[src/verilog/vst_pkg.sv]
`default_nettype none
package vst_pkg;

  // ***************************************************************
  // Sizes
  // ***************************************************************
  localparam int PORT_NUM = 4;
  localparam int PORT_W = 2;
  localparam int CNT_W = 14;
  localparam int ADDR_W = 8;

  // ***************************************************************
  // Values after reset and size limits
  // ***************************************************************
  localparam logic [15:0] TPID_RST = 16'h8100;
  localparam logic [13:0] MRU_RST = 14'h0000;
  localparam logic [13:0] MRU_GIG = 14'h2800;
  localparam logic [13:0] MRU_FAST = 14'h25EE;
  localparam logic [11:0] SVID_RST = 12'h001;
  localparam logic [15:0] DROP_RST = 16'h0000;

  // ***************************************************************
  // Register offsets and field positions
  // ***************************************************************
  localparam logic [ADDR_W-1:0] OFS_TPID = 8'h00;
  localparam logic [ADDR_W-1:0] OFS_DROP = 8'h04;
  localparam logic [ADDR_W-1:0] OFS_CFG = 8'h10;
  localparam logic [ADDR_W-1:0] OFS_MRU = 8'h20;
  localparam int CFG_ROLE_BIT = 0;
  localparam int CFG_GIG_BIT = 1;
  localparam int CFG_SVID_LSB = 16;
  localparam logic [1:0] RESP_OKAY = 2'h0;
  localparam logic [1:0] RESP_SLVERR = 2'h2;

  // ***************************************************************
  // Byte positions within a frame
  // ***************************************************************
  localparam logic [CNT_W-1:0] POS_FIRST = 14'h0000;
  localparam logic [CNT_W-1:0] POS_HDR_LAST = 14'h000B;
  localparam logic [CNT_W-1:0] POS_ETY_HI = 14'h000C;
  localparam logic [CNT_W-1:0] POS_ETY_LO = 14'h000D;
  localparam logic [CNT_W-1:0] POS_VID_HI = 14'h000E;
  localparam logic [CNT_W-1:0] POS_VID_LO = 14'h000F;
  localparam logic [CNT_W-1:0] POS_MAX = 14'h3FFF;
  localparam logic [1:0] INS_FIRST = 2'h0;
  localparam logic [1:0] INS_LAST = 2'h3;

  typedef enum logic [1:0] {
    VST_OP_PASS = 2'b00,
    VST_OP_PUSH = 2'b01,
    VST_OP_POP = 2'b10
  } vst_op_t;

  typedef enum logic [0:0] {
    VST_ST_RUN = 1'b0,
    VST_ST_INS = 1'b1
  } vst_state_t;

endpackage
`default_nettype wire

[src/verilog/vst_axil.sv]
`timescale 1ns/1ps
`default_nettype none
module vst_axil
  import vst_pkg::*;
(
  input wire logic mclk,
  input wire logic rst_n,
  input wire logic [ADDR_W-1:0] s_axi_awaddr,
  input wire logic s_axi_awvalid,
  output logic s_axi_awready,
  input wire logic [31:0] s_axi_wdata,
  input wire logic [3:0] s_axi_wstrb,
  input wire logic s_axi_wvalid,
  output logic s_axi_wready,
  output logic [1:0] s_axi_bresp,
  output logic s_axi_bvalid,
  input wire logic s_axi_bready,
  input wire logic [ADDR_W-1:0] s_axi_araddr,
  input wire logic s_axi_arvalid,
  output logic s_axi_arready,
  output logic [31:0] s_axi_rdata,
  output logic [1:0] s_axi_rresp,
  output logic s_axi_rvalid,
  input wire logic s_axi_rready,
  output logic wr_stb,
  output logic [ADDR_W-1:0] wr_addr,
  output logic [31:0] wr_data,
  output logic [3:0] wr_strb,
  input wire logic wr_ok,
  output logic [ADDR_W-1:0] rd_addr,
  input wire logic [31:0] rd_data,
  input wire logic rd_ok
);

  // Address and data are latched on their own handshakes; the write
  // is strobed in the first cycle in which both are held.
  logic aw_take;
  logic w_take;
  logic b_done;
  logic ar_take;
  logic r_done;

  assign aw_take = s_axi_awvalid & s_axi_awready;
  assign w_take = s_axi_wvalid & s_axi_wready;
  assign b_done = s_axi_bvalid & s_axi_bready;
  assign ar_take = s_axi_arvalid & s_axi_arready;
  assign r_done = s_axi_rvalid & s_axi_rready;
  assign wr_stb = ~s_axi_awready & ~s_axi_wready & ~s_axi_bvalid;
  assign rd_addr = s_axi_araddr;

  always_ff @(posedge mclk or negedge rst_n) begin
    if (!rst_n) begin
      s_axi_awready <= 1'b1;
      s_axi_wready <= 1'b1;
      s_axi_bvalid <= 1'b0;
      s_axi_bresp <= RESP_OKAY;
      wr_addr <= 8'h00;
      wr_data <= 32'h00000000;
      wr_strb <= 4'h0;
    end else begin
      if (aw_take) begin
        s_axi_awready <= 1'b0;
        wr_addr <= s_axi_awaddr;
      end
      if (w_take) begin
        s_axi_wready <= 1'b0;
        wr_data <= s_axi_wdata;
        wr_strb <= s_axi_wstrb;
      end
      if (wr_stb) begin
        s_axi_bvalid <= 1'b1;
        s_axi_bresp <= wr_ok ? RESP_OKAY : RESP_SLVERR;
      end else if (b_done) begin
        s_axi_bvalid <= 1'b0;
        s_axi_awready <= 1'b1;
        s_axi_wready <= 1'b1;
      end
    end
  end

  always_ff @(posedge mclk or negedge rst_n) begin
    if (!rst_n) begin
      s_axi_arready <= 1'b1;
      s_axi_rvalid <= 1'b0;
      s_axi_rdata <= 32'h00000000;
      s_axi_rresp <= RESP_OKAY;
    end else if (ar_take) begin
      s_axi_arready <= 1'b0;
      s_axi_rvalid <= 1'b1;
      s_axi_rdata <= rd_ok ? rd_data : 32'h00000000;
      s_axi_rresp <= rd_ok ? RESP_OKAY : RESP_SLVERR;
    end else if (r_done) begin
      s_axi_rvalid <= 1'b0;
      s_axi_arready <= 1'b1;
    end
  end

endmodule
`default_nettype wire

[src/verilog/vst_tagger.sv]
`timescale 1ns/1ps
`default_nettype none
// How it works
// - Edge-to-provider frames get a provider tag inserted after source address.
// - Inserted tag is TPID then TCI with 12-bit provider VLAN id.
// - Untagged edge frames leave carrying only that inserted tag.
// - Forwarding id reported is the outer tag id; inner tag ignored.
// - Provider-to-edge frames lose outer tag; customer tag stays intact.
// - After popping, frame leaves as is, no egress tagging change.
// - Outer ethertype comes from TPID register, 0x8100 after reset.
// - One TPID register serves every stacking VLAN.
// - Provider port refuses frames whose first ethertype is not the TPID.
// - Edge ports take tagged and untagged frames alike.
// - Each edge port holds exactly one provider VLAN id.
// - Provider ports pass frames of any outer VLAN id.
// - A single role bit makes each port edge or provider, never both.
// - Several edge ports may share one provider VLAN id.
// - Receive limit per port is a 14-bit register, well above 1522.
// - Limit defaults to 10240 bytes on gigabit ports.
// - Limit defaults to 9710 bytes on 100 Mbps ports.
module vst_tagger
  import vst_pkg::*;
(
  input wire logic mclk,
  input wire logic rst_n,
  input wire logic [ADDR_W-1:0] s_axi_awaddr,
  input wire logic s_axi_awvalid,
  output logic s_axi_awready,
  input wire logic [31:0] s_axi_wdata,
  input wire logic [3:0] s_axi_wstrb,
  input wire logic s_axi_wvalid,
  output logic s_axi_wready,
  output logic [1:0] s_axi_bresp,
  output logic s_axi_bvalid,
  input wire logic s_axi_bready,
  input wire logic [ADDR_W-1:0] s_axi_araddr,
  input wire logic s_axi_arvalid,
  output logic s_axi_arready,
  output logic [31:0] s_axi_rdata,
  output logic [1:0] s_axi_rresp,
  output logic s_axi_rvalid,
  input wire logic s_axi_rready,
  input wire logic in_valid,
  input wire logic [7:0] in_data,
  input wire logic in_last,
  input wire logic [PORT_W-1:0] in_src,
  input wire logic [PORT_W-1:0] in_dst,
  output logic in_ready,
  output logic out_valid,
  output logic [7:0] out_data,
  output logic out_last,
  output logic out_err,
  output logic [11:0] out_vid
);

  // ***************************************************************
  // Register file
  // ***************************************************************
  logic wr_stb;
  logic [ADDR_W-1:0] wr_addr;
  logic [31:0] wr_data;
  logic [3:0] wr_strb;
  logic wr_ok;
  logic [ADDR_W-1:0] rd_addr;
  logic [31:0] rd_data;
  logic rd_ok;
  logic [15:0] tpid_reg;
  logic [15:0] drop_cnt_reg;
  logic role_reg [PORT_NUM];
  logic gig_reg [PORT_NUM];
  logic [11:0] svid_reg [PORT_NUM];
  logic [13:0] mru_reg [PORT_NUM];

  vst_axil u_axil (
    .mclk(mclk),
    .rst_n(rst_n),
    .s_axi_awaddr(s_axi_awaddr),
    .s_axi_awvalid(s_axi_awvalid),
    .s_axi_awready(s_axi_awready),
    .s_axi_wdata(s_axi_wdata),
    .s_axi_wstrb(s_axi_wstrb),
    .s_axi_wvalid(s_axi_wvalid),
    .s_axi_wready(s_axi_wready),
    .s_axi_bresp(s_axi_bresp),
    .s_axi_bvalid(s_axi_bvalid),
    .s_axi_bready(s_axi_bready),
    .s_axi_araddr(s_axi_araddr),
    .s_axi_arvalid(s_axi_arvalid),
    .s_axi_arready(s_axi_arready),
    .s_axi_rdata(s_axi_rdata),
    .s_axi_rresp(s_axi_rresp),
    .s_axi_rvalid(s_axi_rvalid),
    .s_axi_rready(s_axi_rready),
    .wr_stb(wr_stb),
    .wr_addr(wr_addr),
    .wr_data(wr_data),
    .wr_strb(wr_strb),
    .wr_ok(wr_ok),
    .rd_addr(rd_addr),
    .rd_data(rd_data),
    .rd_ok(rd_ok)
  );

  logic w_tpid_hit;
  logic w_cfg_hit;
  logic w_mru_hit;
  logic w_drop_hit;
  logic r_tpid_hit;
  logic r_cfg_hit;
  logic r_mru_hit;
  logic r_drop_hit;
  logic [PORT_W-1:0] w_idx;
  logic [PORT_W-1:0] r_idx;
  logic [31:0] rd_cfg_word;

  assign w_idx = wr_addr[3:2];
  assign r_idx = rd_addr[3:2];
  assign w_tpid_hit = wr_addr[7:2] == OFS_TPID[7:2];
  assign w_drop_hit = wr_addr[7:2] == OFS_DROP[7:2];
  assign w_cfg_hit = wr_addr[7:4] == OFS_CFG[7:4];
  assign w_mru_hit = wr_addr[7:4] == OFS_MRU[7:4];
  assign r_tpid_hit = rd_addr[7:2] == OFS_TPID[7:2];
  assign r_drop_hit = rd_addr[7:2] == OFS_DROP[7:2];
  assign r_cfg_hit = rd_addr[7:4] == OFS_CFG[7:4];
  assign r_mru_hit = rd_addr[7:4] == OFS_MRU[7:4];
  assign wr_ok = w_tpid_hit | w_drop_hit | w_cfg_hit | w_mru_hit;
  assign rd_ok = r_tpid_hit | r_drop_hit | r_cfg_hit | r_mru_hit;
  assign rd_cfg_word = {4'h0, svid_reg[r_idx], 14'h0000,
                        gig_reg[r_idx], role_reg[r_idx]};
  assign rd_data = r_tpid_hit ? {16'h0000, tpid_reg} :
                   r_drop_hit ? {16'h0000, drop_cnt_reg} :
                   r_cfg_hit ? rd_cfg_word :
                   r_mru_hit ? {18'h00000, mru_reg[r_idx]} : 32'h00000000;

  // A single global TPID serves every stacking VLAN.
  always_ff @(posedge mclk or negedge rst_n) begin
    if (!rst_n) begin
      tpid_reg <= TPID_RST;
    end else if (wr_stb && w_tpid_hit) begin
      if (wr_strb[0]) tpid_reg[7:0] <= wr_data[7:0];
      if (wr_strb[1]) tpid_reg[15:8] <= wr_data[15:8];
    end
  end

  for (genvar p = 0; p < PORT_NUM; p++) begin : g_port
    logic cfg_wr;
    logic mru_wr;
    assign cfg_wr = wr_stb && w_cfg_hit && w_idx == PORT_W'(p);
    assign mru_wr = wr_stb && w_mru_hit && w_idx == PORT_W'(p);
    always_ff @(posedge mclk or negedge rst_n) begin
      if (!rst_n) begin
        role_reg[p] <= 1'b0;
        gig_reg[p] <= 1'b1;
        svid_reg[p] <= SVID_RST;
        mru_reg[p] <= MRU_RST;
      end else begin
        if (cfg_wr && wr_strb[0]) begin
          role_reg[p] <= wr_data[CFG_ROLE_BIT];
          gig_reg[p] <= wr_data[CFG_GIG_BIT];
        end
        if (cfg_wr && wr_strb[2]) begin
          svid_reg[p][7:0] <= wr_data[CFG_SVID_LSB+:8];
        end
        if (cfg_wr && wr_strb[3]) begin
          svid_reg[p][11:8] <= wr_data[CFG_SVID_LSB+8+:4];
        end
        if (mru_wr && wr_strb[0]) mru_reg[p][7:0] <= wr_data[7:0];
        if (mru_wr && wr_strb[1]) mru_reg[p][13:8] <= wr_data[13:8];
      end
    end
  end

  // ***************************************************************
  // Frame path
  // ***************************************************************
  logic [CNT_W-1:0] cnt_reg;
  logic [PORT_W-1:0] src_reg;
  vst_op_t op_reg;
  vst_state_t state_reg;
  vst_state_t state_next;
  logic [1:0] ins_cnt_reg;
  logic [7:0] ety_hi_reg;
  logic [11:0] ovid_reg;
  logic err_reg;
  logic acc;
  logic first;
  logic [PORT_W-1:0] src_w;
  logic [PORT_W-1:0] dst_w;
  vst_op_t op_w;
  vst_op_t cur_op;
  logic in_tag;
  logic skip;
  logic emit;
  logic [13:0] lim_auto;
  logic [13:0] lim_cur;
  logic len_bad;
  logic untag_bad;
  logic bad_now;
  logic start_ins;
  logic [11:0] svid_sel;
  logic [31:0] tag_word;
  logic [7:0] tag_byte;
  logic [11:0] vid_w;
  logic [CNT_W-1:0] cnt_inc;

  assign acc = in_valid & in_ready;
  assign first = cnt_reg == POS_FIRST;
  assign src_w = first ? in_src : src_reg;
  assign dst_w = in_dst;
  // Edge to edge needs no change: a push and a pop cancel out.
  assign op_w = (!role_reg[src_w] && role_reg[dst_w]) ? VST_OP_PUSH :
                (role_reg[src_w] && !role_reg[dst_w]) ? VST_OP_POP :
                VST_OP_PASS;
  assign cur_op = first ? op_w : op_reg;
  assign in_tag = cnt_reg >= POS_ETY_HI && cnt_reg <= POS_VID_LO;
  assign skip = cur_op == VST_OP_POP && in_tag;
  // A frame ending inside the tag still needs a last byte; it is dropped.
  assign emit = acc && (!skip || in_last);
  assign lim_auto = gig_reg[src_w] ? MRU_GIG : MRU_FAST;
  assign lim_cur = mru_reg[src_w] == MRU_RST ? lim_auto : mru_reg[src_w];
  assign len_bad = cnt_reg >= lim_cur;
  assign untag_bad = role_reg[src_w] && cnt_reg == POS_ETY_LO &&
                     {ety_hi_reg, in_data} != tpid_reg;
  assign bad_now = err_reg | len_bad | untag_bad | (skip & in_last);
  assign start_ins = acc && cnt_reg == POS_HDR_LAST &&
                     cur_op == VST_OP_PUSH && !in_last;
  assign svid_sel = svid_reg[src_reg];
  assign tag_word = {tpid_reg, 4'h0, svid_sel};
  assign tag_byte = ins_cnt_reg == 2'h0 ? tag_word[31:24] :
                    ins_cnt_reg == 2'h1 ? tag_word[23:16] :
                    ins_cnt_reg == 2'h2 ? tag_word[15:8] : tag_word[7:0];
  assign vid_w = role_reg[src_w] ? ovid_reg : svid_reg[src_w];
  assign cnt_inc = cnt_reg == POS_MAX ? cnt_reg : CNT_W'(cnt_reg + 1'b1);

  always_comb begin
    state_next = state_reg;
    case (state_reg)
      VST_ST_RUN: begin
        if (start_ins) state_next = VST_ST_INS;
      end
      VST_ST_INS: begin
        if (ins_cnt_reg == INS_LAST) state_next = VST_ST_RUN;
      end
      default: state_next = VST_ST_RUN;
    endcase
  end

  always_ff @(posedge mclk or negedge rst_n) begin
    if (!rst_n) begin
      state_reg <= VST_ST_RUN;
      ins_cnt_reg <= INS_FIRST;
      in_ready <= 1'b1;
    end else begin
      state_reg <= state_next;
      in_ready <= state_next == VST_ST_RUN;
      ins_cnt_reg <= state_reg == VST_ST_INS ? 2'(ins_cnt_reg + 1'b1) :
                     INS_FIRST;
    end
  end

  always_ff @(posedge mclk or negedge rst_n) begin
    if (!rst_n) begin
      cnt_reg <= POS_FIRST;
      src_reg <= '0;
      op_reg <= VST_OP_PASS;
      ety_hi_reg <= 8'h00;
      ovid_reg <= 12'h000;
      err_reg <= 1'b0;
    end else if (acc) begin
      cnt_reg <= in_last ? POS_FIRST : cnt_inc;
      err_reg <= in_last ? 1'b0 : bad_now;
      if (first) begin
        src_reg <= in_src;
        op_reg <= op_w;
      end
      if (cnt_reg == POS_ETY_HI) ety_hi_reg <= in_data;
      if (cnt_reg == POS_VID_HI) ovid_reg[11:8] <= in_data[3:0];
      if (cnt_reg == POS_VID_LO) ovid_reg[7:0] <= in_data;
    end
  end

  always_ff @(posedge mclk or negedge rst_n) begin
    if (!rst_n) begin
      out_valid <= 1'b0;
      out_data <= 8'h00;
      out_last <= 1'b0;
      out_err <= 1'b0;
      out_vid <= 12'h000;
    end else if (state_reg == VST_ST_INS) begin
      out_valid <= 1'b1;
      out_data <= tag_byte;
      out_last <= 1'b0;
      out_err <= 1'b0;
    end else if (emit) begin
      out_valid <= 1'b1;
      out_data <= in_data;
      out_last <= in_last;
      out_err <= in_last & bad_now;
      if (in_last) out_vid <= vid_w;
    end else begin
      out_valid <= 1'b0;
      out_last <= 1'b0;
      out_err <= 1'b0;
    end
  end

  always_ff @(posedge mclk or negedge rst_n) begin
    if (!rst_n) begin
      drop_cnt_reg <= DROP_RST;
    end else if (out_valid && out_last && out_err) begin
      drop_cnt_reg <= 16'(drop_cnt_reg + 1'b1);
    end
  end
endmodule
`default_nettype wire

[config.mk]
export PLATFORM = sky130hd
export DESIGN_NAME = vst_tagger
export DESIGN_NICKNAME = d
export VERILOG_FILES = /design/src/verilog/vst_pkg.sv /design/src/verilog/vst_axil.sv /design/src/verilog/vst_tagger.sv
export SDC_FILE = /design/constraint.sdc
export NUM_CORES = 1
export LEC_CHECK = 0
export BUFFER_PORTS_ARGS = -buffer_cell sky130_fd_sc_hd__buf_2
export CAP_MARGIN = 20
export CORE_MARGIN = 2
export CORE_UTILIZATION = 64
export CTS_CLUSTER_SIZE = 20
export DETAILED_ROUTE_END_ITERATION = 12
export GPL_TIMING_DRIVEN = 0
export HOLD_SLACK_MARGIN = 0.08
export PLACE_DENSITY = 0.85
export SYNTH_ARGS = -nofsm -noshare
export SYNTH_HDL_FRONTEND = slang
export SYNTH_SLANG_ARGS = --single-unit
[constraint.sdc]
create_clock -name mclk -period 6.19 [get_ports mclk]
set_input_delay 0.619 -clock mclk [delete_from_list [all_inputs] [get_ports mclk]]
set_output_delay 0.619 -clock mclk [all_outputs]
set_load 0.01 [all_outputs]
==> qor.csv, run 1 <==
stage,metric,value,unit
timing,slew_viol_final,0,
timing,max_freq,186.1,MHz
worst_setup_path,crit_top_cell,o21ai_0,
clocking,cts_resized,0,
yosys,avgSynthCellArea,11.57,um^2
final_layout,drive_gt1_frac,0.3081,
yosys,async_flop_share,1.000,
yosys,synth_top_family_by_area,multiplexers,
worst_setup_path,cp_max_fo,10,
timing,hold_viol_final,0,
hold_path,min_path_type,in -> reg,
global_routing,grt_pass1_vias,11160,
yosys,synth_mux_area_frac,0.2526,
run,cap_violations,0,
routing,post-route-drc-count,0,
final_layout,n_antenna_cell,0,
routing,ant_nets,0,
yosys,synth-xor-area-share,0.02672,
final_layout,final-seq-area,7099,um^2
hold_path,hold_end,u_axil.s_axi_awready$_DFF_PN1_,
final_layout,post-route-util,0.7472,
place,finalWeightedCongestion,0.9407,
yosys,synthSimpleGateAreaFrac,0.1164,
global_routing,grt_antenna_before_repair,0,
clocking,cts_setup_buffers,0,
yosys,netlist_area,14430,um^2
yosys,synth-seq-cells,283,
worst_setup_path,startpoint,cnt_reg[0]$_DFFE_PN0P_,
timing,finalClockSkew,0.01222,ns
clocking,cts_tree,built,
final_layout,final.fill_count,1414,
routing,drt-total-wl,39920,um
worst_setup_path,r2r_start,cnt_reg[0]$_DFFE_PN0P_,
timing,tightest_slew,1.056,ns
pwr,powerDensity,449.1,nW/um^2
yosys,synth_compound_area_frac,0.06315,
worst_setup_path,crit_chain,inv_1 > ha_1 > nor3b_2 > nand4_2 > mux2i_1 > clkbuf_1 > o21ai_0 > o22ai_1 > nand4_2 > nor2b_1 > ha_1 > nor2b_1 > o21a_1 > o21ai_0 > a21o_1 > a211oi_1 > o21ai_0 > and3_1 > a21oi_1,
routing,vias,11170,
worst_setup_path,crit_slowest_cell,mux2i_1,
clocking,numCtsBuffers,28,
final_layout,nets,1502,
global_routing,grt_pass1_wl,61960,um
worst_setup_path,r2r_cells,19,
routing,post_drt_wl_per_cell,23.37,um
floorplan,initial_core_util,0.6569,
yosys,synth_edf_count,0,
global_routing,track_usage,0.3385,
yosys,ys_warn_count,0,
routing,drt_pre_antenna_iters,6,
yosys,ys_seq_area_frac,0.4922,
worst_setup_path,path_buf_inv,2,
worst_setup_path,critPathLaunchType,register,
worst_setup_path,cp_data_arrival_time,5.79,ns
floorplan,die_w,154.1,um
hold_path,hold_start,s_axi_awvalid,
floorplan,die_h,154.1,um
routing,drt_iter0_drc,1346,
clocking,clock_sinks,283,
timing,rsz0062_at_grt,false,
timing,setup_tns,0,ns
floorplan,core_area,21960,um^2
final_layout,final_common_cell,dfrtp_1,
worst_setup_path,timing.rr.end,out_err$_DFF_PN0_,
pwr,p_leak,0.007684,uW
timing,setup_viol_count_final,0,
yosys,synthCells,1247,
floorplan,die-area,23760,um^2
timing,finalCriticalPeriod,5.374,ns
clocking,cts.path.max_buffers,3,
place,portBuffers,120,
pwr,ir_drop,0.2452,mV
final_layout,multiInputGateArea,6929,um^2
routing,viasPerCell,6.539,
clocking,clkLatencyLatePin,0.55,ns
status,outcome,"finished, final reports clean",
hold_path,min_path_cells,2,
final_layout,final_cell_mix,"dfrtp_1, mux2_2, nand2_1",
global_routing,grt_start_max_net_pins,125,
clocking,cts.clk_slew.worst_paths,0.06,ns
floorplan,row_count,54,
clocking,htree_levels,1,
worst_setup_path,worst_ep_required_time,6.60,ns
worst_setup_path,crit_path_max_incr_delay,0.73,ns
timing,post-route-period-util,0.8682,
final_layout,largest_register_ffs,56,
worst_setup_path,ff2ff_setup_slack,0.82,ns
global_routing,grt.overflow.total,0,
floorplan,num_io_pins,138,
worst_setup_path,path_delay_family,simple AND/OR/NAND/NOR gates,
worst_setup_path,crit_type,reg -> reg,
yosys,synth_fa_ha_area_frac,0.01995,
clocking,clock-root-buffer,clkbuf_16,
final_layout,layout-area-overhead-vs-synth,13.75,%
timing,slew_headroom,0.2958,
worst_setup_path,crit_path_end_kind,register,
yosys,ys.flop_type,dfrtp_1,
yosys,ys_types,58,
place,dp_hpwl,28580,um
==> worst max-delay path by stage <==
stage,cells after the start,end
floorplan,20,err_reg$_DFFE_PN0P_
global placement,1,u_axil.wr_data[4]$_DFFE_PN0P_
detailed placement,19,out_err$_DFF_PN0_
CTS,19,out_err$_DFF_PN0_
global route,19,err_reg$_DFFE_PN0P_
finish,19,out_err$_DFF_PN0_
==> layer usage <==
metal / vias to the layer above / global-route usage / wire length, um
met1: 5527 / 0.4816 / 16170
met4: 0 / 0.1331 / 1543
met3: 130 / 0.06736 / 4027
met2: 724 / 0.5200 / 18190
li1: 4788 / - / -
met5: - / 0 / 0
==> area by class of cell <==
class,count,share of cell area
Inverter,31,0.007092
Buffer,66,0.01822
Multi-Input combinational cell,872,0.4223
Clock buffer,42,0.05025
Tap cell,280,0.02135
Clock inverter,10,0.006482
Sequential cell,283,0.4327
Timing Repair Buffer,124,0.04163
==> what timing repair did <==
item | 4_1_cts | 5_1_grt
hold buffers | 1 | 0
endpoints found under the hold margin | 46 | 0
endpoints found under the setup margin | 0 | 0
==> through the flow <==
stage	cells	cell area, um^2	total power (uW)	hold WS [ns]	setup slack (ns)
after floorplan	1252	14440	4603	0.3234	2.132
after global placement	1652	15390	5366	0.4616	-0.4827
after detailed placement	1654	15460	5530	0.4670	1.057
after global routing	1708	16410	7677	0.2434	0.5906
final	1708	16410	7369	0.2230	0.8158
after CTS	1707	16400	7272	0.2177	0.9871
==> cell usage after synthesis, types with 5 or more instances <==
library cell	instances	area [um^2]
dfrtp_1	269	6731
mux2_2	190	2140
nand2_1	174	653.1
o21ai_0	64	320.3
nor2_1	62	232.7
mux2i_1	46	460.4
mux4_2	45	1013
nand3_1	45	225.2
clkbuf_1	44	165.2
a21oi_1	39	195.2
inv_1	31	116.4
xor2_1	28	245.2
and3_1	23	143.9
ha_1	23	287.8
xnor2_1	16	140.1
dfstp_2	14	367.9
a311oi_1	12	105.1
o211ai_1	12	90.09
nand4_1	9	56.30
buf_4	8	60.06
nor2b_1	8	50.05
nor3_1	8	40.04
buf_1	7	26.28
nor4_1	7	43.79
buf_2	5	25.02
==> logic make-up after synthesis <==
family	after synthesis
simple gates	363
mux	283
flops	283
compound gates	153
buf+inv	97
xor+xnor	44
fa+ha+maj	23
other cells	1
==> power by group <==
group / internal, uW / switching, uW / total [uW]
combinational: 1210 / 1290 / 2500
clock: 1000 / 731 / 1730
sequential: 2430 / 706 / 3130
No activity file was read; power rests on OpenSTA's default activity.
==> inputs of run 2 (changes only) <==
ABC_AREA = 1   (was not set)
==> qor.csv, run 2 <==
stage,metric,value,unit,change
worst_setup_path,path_delay_family,simple AND/OR/NAND/NOR gates,,unchanged
final_layout,post-route-util,0.7473,,was 0.7472
yosys,netlist_area,14420,um^2,was 14430 um^2
clocking,clock_sinks,283,,unchanged
yosys,yosysTopAreaCell,dfrtp_1,,unchanged
pwr,powerDensity,419.0,nW/um^2,was 449.1 nW/um^2
clocking,numCtsBuffers,29,,was 28
clocking,cts.path.max_buffers,3,,unchanged
status,outcome,"finished, final reports clean",,unchanged
yosys,synthTopCellsByCount,"nand2_1, o21ai_0, dfrtp_1",,"was dfrtp_1, mux2_2, nand2_1"
clocking,clkLatencyLatePin,0.57,ns,was 0.55 ns
timing,setup_viol_count_final,0,,unchanged
final_layout,final_common_cell,nand2_1,,was dfrtp_1
final_layout,largest_register_ffs,56,,unchanged
yosys,synth_area_leaders,"dfrtp_1, nand2_1, o21ai_0",,"was dfrtp_1, mux2_2, mux4_2"
clocking,clock-root-buffer,clkbuf_16,,unchanged
routing,post-route-drc-count,0,,unchanged
pwr,p_total,6876,uW,was 7369 uW
worst_setup_path,crit_path_end_kind,register,,unchanged
hold_path,min_path_type,in -> reg,,unchanged
floorplan,die-area,23740,um^2,was 23760 um^2
worst_setup_path,cp_data_arrival_time,4.38,ns,was 5.79 ns
final_layout,layout-area-overhead-vs-synth,13.83,%,was 13.75%
global_routing,grt_start_max_net_pins,124,,was 125
place,dpl_cell_area,15470,um^2,was 15460 um^2
worst_setup_path,cp_max_fo,10,,unchanged
yosys,synthCells,1785,,was 1247
clocking,cts_resized,0,,unchanged
yosys,synth-seq-cells,283,,unchanged
worst_setup_path,crit_slowest_cell,dfrtp_1,,was mux2i_1
global_routing,track_usage,0.3703,,was 0.3385
place,dp_cells,2195,,was 1654
floorplan,initial_core_util,0.6565,,was 0.6569
final_layout,nets,2043,,was 1502
timing,slew_viol_final,0,,unchanged
place,portBuffers,123,,was 120
timing,slew_headroom,0.5011,,was 0.2958
yosys,ys_types,54,,was 58
yosys,ys.flop_type,dfrtp_1,,unchanged
global_routing,grt.overflow.total,0,,unchanged
global_routing,grt_pass1_vias,12690,,was 11160
timing,tightest_slew,0.7456,ns,was 1.056 ns
timing,rsz0062_at_grt,false,,unchanged
floorplan,die_h,154.1,um,about the same
pwr,ir_drop,0.3519,mV,was 0.2452 mV
place,dp_hpwl,32930,um,was 28580 um
routing,drt_iter0_drc,1466,,was 1346
yosys,synth_edf_count,0,,unchanged
floorplan,row_count,54,,unchanged
timing,finalClockSkew,0.02197,ns,was 0.01222 ns
floorplan,num_io_pins,138,,unchanged
final_layout,post-route-cell-area,16410,um^2,about the same
timing,hold_viol_final,0,,unchanged
final_layout,final_cell_mix,"nand2_1, o21ai_0, dfrtp_1",,"was dfrtp_1, mux2_2, nand2_1"
yosys,avgSynthCellArea,8.076,um^2,was 11.57 um^2
timing,hold_slack,0.2216,ns,was 0.2230 ns
worst_setup_path,crit_path_max_incr_delay,0.43,ns,was 0.73 ns
floorplan,die_w,154.1,um,about the same
worst_setup_path,worst_ep_required_time,6.64,ns,was 6.60 ns
global_routing,grt_antenna_before_repair,1,,was 0
yosys,synth.most_common_cell,nand2_1,,was dfrtp_1
clocking,cts.clk_slew.worst_paths,0.06,ns,about the same
worst_setup_path,crit_top_cell,nand2_1,,was o21ai_0
final_layout,fin_cells,2251,,was 1708
floorplan,core_area,21960,um^2,unchanged
routing,post_drt_wl_per_cell,19.42,um,was 23.37 um
global_routing,grt_pass1_wl,69080,um,was 61960 um
routing,drt-total-wl,43710,um,was 39920 um
yosys,async_flop_share,1.000,,unchanged
yosys,ys_warn_count,0,,unchanged
final_layout,drive_gt1_frac,0.1223,,was 0.3081
clocking,htree_levels,1,,unchanged
timing,finalCriticalPeriod,3.931,ns,was 5.374 ns
yosys,yosysTopAreaCellShare,0.4669,,was 0.4666
routing,viasPerCell,6.068,,was 6.539
routing,ant_nets,0,,unchanged
yosys,ys_seq_area_frac,0.4924,,was 0.4922
pwr,p_leak,0.007856,uW,was 0.007684 uW
clocking,cts_tree,built,,unchanged
worst_setup_path,crit_type,reg -> reg,,unchanged
timing,max_freq,254.4,MHz,was 186.1 MHz
routing,drt_pre_antenna_iters,5,,was 6
run,cap_violations,0,,unchanged
worst_setup_path,path_buf_inv,3,,was 2
final_layout,final.fill_count,1644,,was 1414
timing,post-route-period-util,0.6350,,was 0.8682
routing,vias,13660,,was 11170
worst_setup_path,critPathLaunchType,register,,unchanged
place,finalWeightedCongestion,1.011,,was 0.9407
run 2: cell count changes in the layout (fill, tap and decap cells not counted), moves of 54 or more:
cell	previous run	this run
inv_1	31	154
a21oi_1	39	93
nor2_1	62	136
nand2_1	174	427
o21ai_0	64	301
mux2_2	190	7
run 2: cells by family after synthesis:
logic type | synth area share
adder cells (fa/ha/maj) | 0.01996
other | 0.0002601
flip-flops | 0.4924
AO/OA/AOI/OAI | 0.1896
buffers and inverters | 0.06735
XOR/XNOR | 0.01762
multiplexers | 0.005468
AND/OR/NAND/NOR | 0.2073
run 2: cell type report:
type	instances	area, um^2	area share
Antenna cell	1	2.502	0.0001525
Buffer	82	372.9	0.02272
Clock buffer	43	828.3	0.05048
Clock inverter	11	102.6	0.006252
Inverter	159	598.1	0.03645
Multi-Input combinational cell	1266	6365	0.3879
Sequential cell	283	7099	0.4326
Tap cell	280	350.3	0.02135
Timing Repair Buffer	126	690.7	0.04209
run 2: metal layers:
metal  GRT usage  part of all wire  up-vias
met5           0                 0        -
met1      0.5322              0.41     6456
met3     0.07835              0.11      111
met2      0.5640              0.44      812
li1            -                 -     6279
met4      0.1273             0.037        0
run 2: repair_timing:
| item | in CTS | in global routing |
|---|---|---|
| endpoints found under the hold margin | 38 | 0 |
| hold buffers | 1 | 0 |
| buffers inserted | 0 | 0 |
run 2: final timing paths:
kind / startpoint / end / slack, ns / depth (start not counted)
max: cnt_reg[0]$_DFFE_PN0P_ / err_reg$_DFFE_PN0P_ / 2.26 / 27
min: s_axi_wvalid / u_axil.s_axi_wready$_DFF_PN1_ / 0.22 / 2
max reg2reg: cnt_reg[0]$_DFFE_PN0P_ / err_reg$_DFFE_PN0P_ / 2.26 / 27
min reg2reg: u_axil.s_axi_rdata[13]$_DFFE_PN0P_ / u_axil.s_axi_rdata[13]$_DFFE_PN0P_ / 0.48 / 2
max in group asynchronous: rst_n / tpid_reg[7]$_DFFE_PN0P_ / 4.69 / 3
min in group asynchronous: rst_n / out_vid[10]$_DFFE_PN0P_ / 0.52 / 2
run 2: power breakdown:
group	switching [uW]	total, uW	internal, uW	leakage [uW]
combinational	1530	2270	737	0.00369
sequential	505	2890	2390	0.00372
clock	748	1720	972	0.000452
run 2: metrics by stage:
step / setup slack [ns] / setup TNS, ns
CTS: 2.278 / 0
detailed placement: 2.293 / 0
finish: 2.259 / 0
global placement: -0.4755 / -120.00
floorplan: 2.939 / 0
global route: 1.838 / 0
